## config.mk

```make
export PLATFORM = sky130hd
export DESIGN_NAME = rfc_regs
export DESIGN_NICKNAME = d
export VERILOG_FILES = /design/src/rtl/rfc_pkg.sv /design/src/rtl/rfc_regs.sv
export VERILOG_INCLUDE_DIRS = /design/src /design/src/rtl
export SDC_FILE = /design/constraint.sdc
export NUM_CORES = 1
export LEC_CHECK = 0
export BUFFER_PORTS_ARGS = -buffer_cell sky130_fd_sc_hd__clkbuf_2
export CORE_MARGIN = 2
export CORE_UTILIZATION = 29
export DETAILED_ROUTE_END_ITERATION = 16
export SKIP_LAST_GASP = 1
export SLEW_MARGIN = 15
export SYNTH_ARGS = -nofsm -noshare
export SYNTH_HDL_FRONTEND = slang
export SYNTH_SLANG_ARGS = --single-unit
```

## constraint.sdc

```tcl
create_clock -name i_clk_sys -period 3.04 [get_ports i_clk_sys]
set_input_delay 0.456 -clock i_clk_sys [delete_from_list [all_inputs] [get_ports i_clk_sys]]
set_output_delay 0.456 -clock i_clk_sys [all_outputs]
set_load 0.02 [all_outputs]
```

## src/rtl/rfc_defs.svh

```systemverilog
/*
  rfc_defs.svh: register indices, field positions, write masks and
  reset values of the rf frontend control register bank.
  assumes: included by the bank module; the bank package does not include it.
*/
`ifndef RFC_DEFS_SVH
`define RFC_DEFS_SVH

// register indices; byte address is index times four
`define RFC_TX_IDX 8'h20
`define RFC_CK_IDX 8'h21
`define RFC_RX_IDX 8'h22

// reset values of the three registers
`define RFC_TX_RST 32'h0000_0000
`define RFC_CK_RST 32'h0000_0000
`define RFC_RX_RST 32'h0000_0000

// writable bits of each register
`define RFC_TX_MASK 32'h07ff_ffff
`define RFC_CK_MASK 32'h0004_3fff
`define RFC_RX_MASK 32'h0000_00ff

// transmit register fields
`define RFC_TX_DRV 26
`define RFC_TX_AMP 24
`define RFC_TX_PRS 19
`define RFC_TX_MAX 18
`define RFC_TX_RES 13
`define RFC_TX_BYP 12
`define RFC_TX_SLW 8
`define RFC_TX_TFL 4
`define RFC_TX_TRS 0

// clock register fields
`define RFC_CK_ALM 18
`define RFC_CK_PH 11
`define RFC_CK_PRV 8
`define RFC_CK_I2R 7
`define RFC_CK_I2C 6
`define RFC_CK_I1R 5
`define RFC_CK_I1C 4
`define RFC_CK_RMD 1
`define RFC_CK_PLL 0

// receive register fields
`define RFC_RX_MIL 6
`define RFC_RX_MIX 4
`define RFC_RX_HPC 2
`define RFC_RX_GN 0

// mixer control codes that enable one mixer
`define RFC_MIX_RD 2'h1
`define RFC_MIX_CD 2'h2

`endif

```

## src/rtl/rfc_pkg.sv

```systemverilog
/*
  rfc_pkg.sv: types of the rf frontend control register bank.
  assumes: nothing beyond the header of constants.
*/
package rfc_pkg;

  // transmit register, bits 26..0 in printed order
  typedef struct packed {
    logic drv_single;
    logic [1:0] card_amp;
    logic [4:0] prev_resid;
    logic card_max;
    logic [4:0] resid;
    logic bypass;
    logic [3:0] slew;
    logic [3:0] tau_fall;
    logic [3:0] tau_rise;
  } rfc_tx_t;

  // clock register, reserved bits left out
  typedef struct packed {
    logic active_load_modulation;
    logic [2:0] phase;
    logic [2:0] prev_mode;
    logic inv2_rd;
    logic inv2_cd;
    logic inv1_rd;
    logic inv1_cd;
    logic [2:0] rd_mode;
    logic pll;
  } rfc_ck_t;

  // receive register, bits 7..0
  typedef struct packed {
    logic [1:0] miller;
    logic [1:0] mixer;
    logic [1:0] hpc;
    logic [1:0] gain;
  } rfc_rx_t;

  // operating mode from the frontend sequencer
  typedef struct packed {
    logic card_mode;
    logic prevention;
    logic single_pump;
  } rfc_mode_t;

  // settings that drive the analog transmitter
  typedef struct packed {
    logic single_driver;
    logic [1:0] card_amp;
    logic card_max;
    logic [4:0] residual;
    logic shaping_bypass;
    logic [3:0] slew;
    logic [3:0] fall_tau;
    logic fall_tau_en;
    logic [3:0] rise_tau;
    logic rise_tau_en;
    logic active_loadmod;
    logic [2:0] phase;
    logic [2:0] clk_mode;
    logic out1_invert;
    logic out2_invert;
    logic pll_enable;
  } rfc_txdrv_t;

  // settings that drive the analog receiver
  typedef struct packed {
    logic mixer_reader_en;
    logic mixer_card_en;
    logic [1:0] hpc;
    logic [1:0] gain;
    logic [1:0] miller;
  } rfc_rxdrv_t;

  // whole state of the bank
  typedef struct packed {
    rfc_tx_t tx;
    rfc_ck_t ck;
    rfc_rx_t rx;
    logic [31:0] rdata;
    rfc_txdrv_t txd;
    rfc_rxdrv_t rxd;
  } rfc_state_t;

endpackage : rfc_pkg

```

## src/rtl/rfc_regs.sv

```systemverilog
/*
  rfc_regs.sv: transmit, transmit clock and receive control
  registers of a contactless rf frontend, decoded into the
  settings that steer the analog transmitter and receiver.
  assumes: one 100 MHz clock; mode inputs come from logic on the
  same clock; the register master keeps strobes one cycle long.
*/
//////////////////////////////////////////////////////////////////
// Functional notes
// - driver select bit: clear uses both drivers, set one.
// - two-bit field sets card mode carrier amplitude.
// - prevention residual carrier used only during prevention.
// - max output bit forces pump maximum, overriding amplitude.
// - residual code 0 is 100 percent carrier, 1f zero.
// - shaping bypass disables rising edge time constant.
// - four-bit slew for both edges, 0 slowest, f fastest.
// - edge time constants act only in single pump mode.
// - load modulation enable selects active modulation in card.
// - three-bit phase offset in 45 degree steps.
// - three-bit clock mode used only during prevention.
// - reader mode: invert bits pick inverted carrier clock.
// - card mode: invert bits pick inverted carrier clock.
// - reader clock mode field selects transmitter drive option.
// - mixer code 01 reader, 10 card, others both off.
// - two-bit high-pass corner selects one of four.
// - two-bit baseband gain, reset to code zero.
// - two-bit Miller demodulator reference level.
//////////////////////////////////////////////////////////////////
`include "rfc_defs.svh"
`timescale 1ns/10ps
`default_nettype none

module rfc_regs (
  input wire logic i_clk_sys, // 100 MHz system clock
  input wire logic i_reset, // async reset, active high
  input wire logic [9:0] i_addr, // byte address
  input wire logic [31:0] i_wdata, // write data
  input wire logic i_wr, // write strobe
  input wire logic i_rd, // read strobe
  input wire rfc_pkg::rfc_mode_t i_mode, // operating mode
  output logic [31:0] o_rdata, // read data, cycle after read
  output var rfc_pkg::rfc_txdrv_t o_tx, // transmitter settings
  output var rfc_pkg::rfc_rxdrv_t o_rx // receiver settings
);

  //////////////////////////////////////////////////////////////////
  // address decode

  localparam logic [9:0] TX_ADDR = {`RFC_TX_IDX, 2'h0};
  localparam logic [9:0] CK_ADDR = {`RFC_CK_IDX, 2'h0};
  localparam logic [9:0] RX_ADDR = {`RFC_RX_IDX, 2'h0};

  rfc_pkg::rfc_state_t st_q;
  rfc_pkg::rfc_state_t st_d;
  logic [31:0] wmask;
  logic [31:0] wval;
  logic [31:0] ck_word;

  // readback image of the clock register
  assign ck_word = {13'h0, st_q.ck.active_load_modulation, 4'h0,
                    st_q.ck.phase, st_q.ck.prev_mode,
                    st_q.ck.inv2_rd, st_q.ck.inv2_cd,
                    st_q.ck.inv1_rd, st_q.ck.inv1_cd,
                    st_q.ck.rd_mode, st_q.ck.pll};

  // write data with reserved bits forced low
  always_comb begin
    unique case (i_addr)
      TX_ADDR: wmask = `RFC_TX_MASK;
      CK_ADDR: wmask = `RFC_CK_MASK;
      RX_ADDR: wmask = `RFC_RX_MASK;
      default: wmask = 32'h0000_0000;
    endcase
    wval = i_wdata & wmask;
  end

  //////////////////////////////////////////////////////////////////
  // next state

  always_comb begin
    st_d = st_q;
    st_d.rdata = 32'h0000_0000;

    // register writes; unmapped addresses are dropped
    if (i_wr) begin
      unique case (i_addr)
        TX_ADDR: begin
          st_d.tx = rfc_pkg::rfc_tx_t'(wval[26:0]);
        end
        CK_ADDR: begin
          st_d.ck.active_load_modulation = wval[`RFC_CK_ALM];
          st_d.ck.phase = wval[`RFC_CK_PH +: 3];
          st_d.ck.prev_mode = wval[`RFC_CK_PRV +: 3];
          st_d.ck.inv2_rd = wval[`RFC_CK_I2R];
          st_d.ck.inv2_cd = wval[`RFC_CK_I2C];
          st_d.ck.inv1_rd = wval[`RFC_CK_I1R];
          st_d.ck.inv1_cd = wval[`RFC_CK_I1C];
          st_d.ck.rd_mode = wval[`RFC_CK_RMD +: 3];
          st_d.ck.pll = wval[`RFC_CK_PLL];
        end
        RX_ADDR: begin
          st_d.rx = rfc_pkg::rfc_rx_t'(wval[7:0]);
        end
        default: begin
        end
      endcase
    end

    // register reads; unmapped addresses read zero
    if (i_rd) begin
      unique case (i_addr)
        TX_ADDR: st_d.rdata = {5'h0, st_q.tx};
        CK_ADDR: st_d.rdata = ck_word;
        RX_ADDR: st_d.rdata = {24'h0, st_q.rx};
        default: st_d.rdata = 32'h0000_0000;
      endcase
    end

    // transmitter driver and amplitude
    st_d.txd.single_driver = st_d.tx.drv_single;
    st_d.txd.card_max = st_d.tx.card_max;
    // pump maximum overrides the amplitude code
    st_d.txd.card_amp = st_d.tx.card_max ? 2'h0
                        : st_d.tx.card_amp;

    // residual code passes unchanged: 0 full, 1f none
    st_d.txd.residual = i_mode.prevention
                        ? st_d.tx.prev_resid
                        : st_d.tx.resid;

    // edge shaping
    st_d.txd.shaping_bypass = st_d.tx.bypass;
    st_d.txd.slew = st_d.tx.slew;
    st_d.txd.fall_tau = st_d.tx.tau_fall;
    st_d.txd.fall_tau_en = i_mode.single_pump;
    st_d.txd.rise_tau = st_d.tx.tau_rise;
    st_d.txd.rise_tau_en = i_mode.single_pump
                           & ~st_d.tx.bypass;

    // load modulation and clock path
    st_d.txd.active_loadmod = i_mode.card_mode
                              & st_d.ck.active_load_modulation;
    st_d.txd.phase = st_d.ck.phase;
    st_d.txd.clk_mode = i_mode.prevention
                        ? st_d.ck.prev_mode
                        : st_d.ck.rd_mode;
    st_d.txd.out1_invert = i_mode.card_mode
                           ? st_d.ck.inv1_cd
                           : st_d.ck.inv1_rd;
    st_d.txd.out2_invert = i_mode.card_mode
                           ? st_d.ck.inv2_cd
                           : st_d.ck.inv2_rd;
    st_d.txd.pll_enable = st_d.ck.pll;

    // receiver chain
    st_d.rxd.mixer_reader_en = (st_d.rx.mixer == `RFC_MIX_RD);
    st_d.rxd.mixer_card_en = (st_d.rx.mixer == `RFC_MIX_CD);
    st_d.rxd.hpc = st_d.rx.hpc;
    st_d.rxd.gain = st_d.rx.gain;
    st_d.rxd.miller = st_d.rx.miller;
  end

  //////////////////////////////////////////////////////////////////
  // state register

  // all configuration resets to zero
  always_ff @(posedge i_clk_sys or posedge i_reset) begin
    if (i_reset) begin
      st_q <= '0;
    end else begin
      st_q <= st_d;
    end
  end

  // outputs straight from the state flops
  assign o_rdata = st_q.rdata;
  assign o_tx = st_q.txd;
  assign o_rx = st_q.rxd;
endmodule : rfc_regs

`default_nettype wire

```

Yosys cells after proc, flatten, opt, wreduce, memory -nomap -nowiden
Index checks and enable logic that the tools add are counted.

Bits of input ports: 49. Bits in registers: 99. Logic and storage cells: 57. Output and inout port bits: 74.

Reductions and logical operators: 3. Eq/ne operators: 5. Bitwise operators: 4. Mux-type cells: 12.

Operators with widths (count): $pmux 27 s3 (2); $mux 49 (1); $eq 10x8->1 const B (3); $and 27x27->27 (1); $mux 27 (1); $mux 26 (1); $mux 15 (1); $mux 8 (1); $reduce_and 2->1 (3); $mux 5 (1); $mux 3 (1); $and 1x1->1 (2); $eq 2x1->1 const B (1); $eq 2x2->1 const B (1); $mux 1 (2); $mux 2 (1); $not 1->1 (1).

Logic depth before layout (Yosys ltp)
Word-level depth: 7. Depth in mapped cells: 6. Mapped depth without buffers: 3.

Worst setup path after synthesis
No wires, ideal clock.

Path kind: in2reg. Start: input port i_addr[1]. End: register st_q, in the netlist o_tx[25]. Arrival: 2184 ps. Slack: 716 ps. Stages: 3. Data required time: 2900 ps. Setup time: 140 ps. Path buffers: 0. Cells stage by stage: or4_1 > nor4b_4 > mux4_1.

RTL lines: start: declaration (RTL line rfc_regs.sv:36) `input wire logic [9:0] i_addr,`; end signal: assignment (RTL line rfc_regs.sv:171) `st_q <= st_d;`; end: declaration (RTL line rfc_regs.sv:53) `rfc_pkg::rfc_state_t st_q;`.

==> key figures <==
Routing
  • ANT nets after route: 0
  • Drt first pass iters: 4
  • Routed wire length per instance: 15.2 um
  • Vias per Instance: 4.34
  • Vias: 2,510
  • DRC: 0
  • Initial DRC count: 67
  • Post-Route WL: 8790 um

Finish
  • Ant diodes: 0
  • Cell Count, Final, Fillers Out: 578
  • Filler cell count: 1,496
  • Fin util: 0.333
  • Final Net Count: 434
  • Post-route cell area: 5000 um2
  • Multi-input gate area: 1450 um2
  • Leading cell type in the layout, fill and taps excluded: clkbuf_2
  • Reg area: 2350 um2
  • Synthesis-to-layout area growth: 13.4%
  • Layout cell share with drive strength beyond 1: 0.528
  • Commonest cells after routing, fill and taps aside: clkbuf_2 (112), dfrtp_1 (94), mux2_2 (48), mux2i_1 (19), and2_1 (12)

CTS
  • Worst-case clock buffer depth: 2
  • Post-CTS Resized: 0
  • H-Tree Depth: 3
  • Num CTS Buffers: 9
  • Clk pin slew, worst setup/hold paths: 0.06 ns
  • Postcts setup bufs: 0
  • Clk sinks: 94
  • CTS tree: done
  • Root Driver: clkbuf_16
  • Post-CTS Hold Buffers: 0
  • Clk Latency, worst-skew pair: 0.34 ns

Die
  • Initial core utilization: 0.293
  • Die X-Extent: 127 um
  • Ports: 123
  • Die H: 127 um
  • DIE AREA: 16,200 um2
  • Placement Rows: 45
  • Core Region: 15,000 um2

Synth
  • Syn avg cell area: 13.2 um2
  • Cells after synthesis: 333
  • FF+latch count, synth: 94
  • Post-synthesis cell type count: 35
  • Mapped Area: 4410 um2
  • Register area share after synthesis: 0.533
  • Synth Warn #: 0

STA
  • Final period util: 0.708
  • Worst slew margin relative to its limit: 0.622
  • Final Skew: 0.00496 ns
  • RSZ-0062 raised after global routing: no
  • Fmax: 0.465 GHz
  • Worst setup slack after layout: 0.889 ns
  • Period minus WS final: 2.15 ns
  • Slew @ Worst Pin: 0.567 ns
  • Final TNS setup: 0 ns
  • Final hold vios: 0
  • Slew Viols, Final: 0
  • Final setup vio count: 0
  • Hold slack: 0.176 ns

Power and ir drop
  • PwrDens: 502 nW/um2
  • Leakage: 2.65 nW
  • Design Power: 2.51 mW
  • Max rail drop VDD: 220 uV

GRT
  • GRT Total Usage: 0.114
  • First-pass GRT wire length: 13,800 um
  • Vias in the first global route: 2,593
  • GRT overflow: 0
  • Pin count of the biggest net entering global routing: 53
  • Initial antenna violation count: 0

Placement
  • Cells after DPL: 562
  • PortBufs: 112
  • Place WS: 0.527 ns
  • Placer Congestion: 0.733
  • HPWL after DPL: 6270 um
  • Post-DP Area: 4710 um2

Setup path
  • CP Capture Type: flop
  • R2R depth: 1
  • Crit path kind: in2reg
  • CP arrival: 2.36 ns
  • Worst-path maximum fanout: 25
  • Critical path required time: 3.25 ns
  • CP startpoint kind: primary input

Flow run
  • # Max-Cap Violations: 0

Hold path
  • HP Class: in2async

Run status
  • Status: finished clean
-- worst max-delay path, cell delays in order --
cell      delay (ns)
clkbuf_2        0.08
or4_1           0.66
nor4b_4         0.34
buf_12          0.24
mux4_1          0.56
-- flip-flops by register name (all words and copies together) (netlist names) --
name and flops:
o_rx 8, o_tx 34, st_q 14, o_rdata 27, ck_word 11
-- final timing paths --
kind / start / end / slack, ns
max in group asynchronous: i_reset / st_q[120]$_DFF_PP0_ / 2.18
hold / removal: i_reset / o_tx[9]$_DFF_PP0_ / 0.18
hold reg to reg: st_q[119]$_DFF_PP0_ / o_rdata[22]$_DFF_PP0_ / 0.50
setup / recovery: i_addr[1] / o_tx[29]$_DFF_PP0_ / 0.89
min in group i_clk_sys: i_mode[0] / o_tx[15]$_DFF_PP0_ / 0.24
setup reg to reg: st_q[110]$_DFF_PP0_ / o_tx[25]$_DFF_PP0_ / 2.03
-- cell families (layout without fill, tap and decap cells) --
group,Yosys count,after routing,synth area share
DFF,94,94,0.533
buffers and inverters,88,141,0.144
muxes,77,77,0.221
and+or+nand+nor,61,61,0.0854
AOI/OAI and AO/OA,12,12,0.0159
other,1,5,0.000850
-- report_power, final --
group | internal [mW] | switching, mW | total, mW
registers | 1.26 | 0.00846 | 1.27
logic | 0.0560 | 0.0900 | 0.146
clock network | 0.623 | 0.468 | 1.09
total | 1.94 | 0.567 | 2.51
-- per-layer routing --
metal  vias to the layer above  GRT usage  share of wire
li1                       1162          -              -
met1                      1266      0.140           0.44
met2                        72      0.191           0.50
met3                        10     0.0348          0.048
met4                         0     0.0388          0.013
met5                         -          0              0
-- area by class of cell --
class                      instances  share of cell area
sequential                        94               0.470
inverter                           3             0.00275
tap                              188              0.0470
timing repair buffer             122               0.132
multi-input combinational        155               0.289
clock inverter                     4             0.00550
clock buffer                      12              0.0533
-- cells in the mapped netlist --
cell type / n / area [um2]
o31ai_1: 1 / 7.51
clkbuf_1: 4 / 15.0
and2_1: 12 / 75.1
nand2b_1: 7 / 43.8
mux2_2: 48 / 541
mux2i_1: 19 / 190
nor4_1: 2 / 12.5
mux4_2: 5 / 113
a21boi_0: 1 / 7.51
dfrtp_1: 94 / 2350
buf_6: 3 / 33.8
or2_2: 8 / 50.1
nor2b_1: 2 / 12.5
o21ai_0: 1 / 5.00
nor2_1: 7 / 26.3
o211a_1: 1 / 10.0
a21oi_1: 8 / 40.0
buf_4: 74 / 556
conb_1: 1 / 3.75
buf_2: 2 / 10.0
inv_1: 3 / 11.3
nor4b_1: 1 / 8.76
buf_1: 2 / 7.51
nand3_1: 1 / 5.00
or4b_4: 1 / 13.8
or4_2: 1 / 8.76
nand2_1: 11 / 41.3
nor4b_4: 1 / 23.8
or4_1: 1 / 7.51
or3_2: 1 / 7.51
nor3b_1: 1 / 7.51
nand3b_1: 1 / 7.51
nand4_1: 2 / 12.5
mux4_1: 5 / 131
nand4_2: 1 / 12.5
Note: power is estimated with default switching activity, not from simulation.
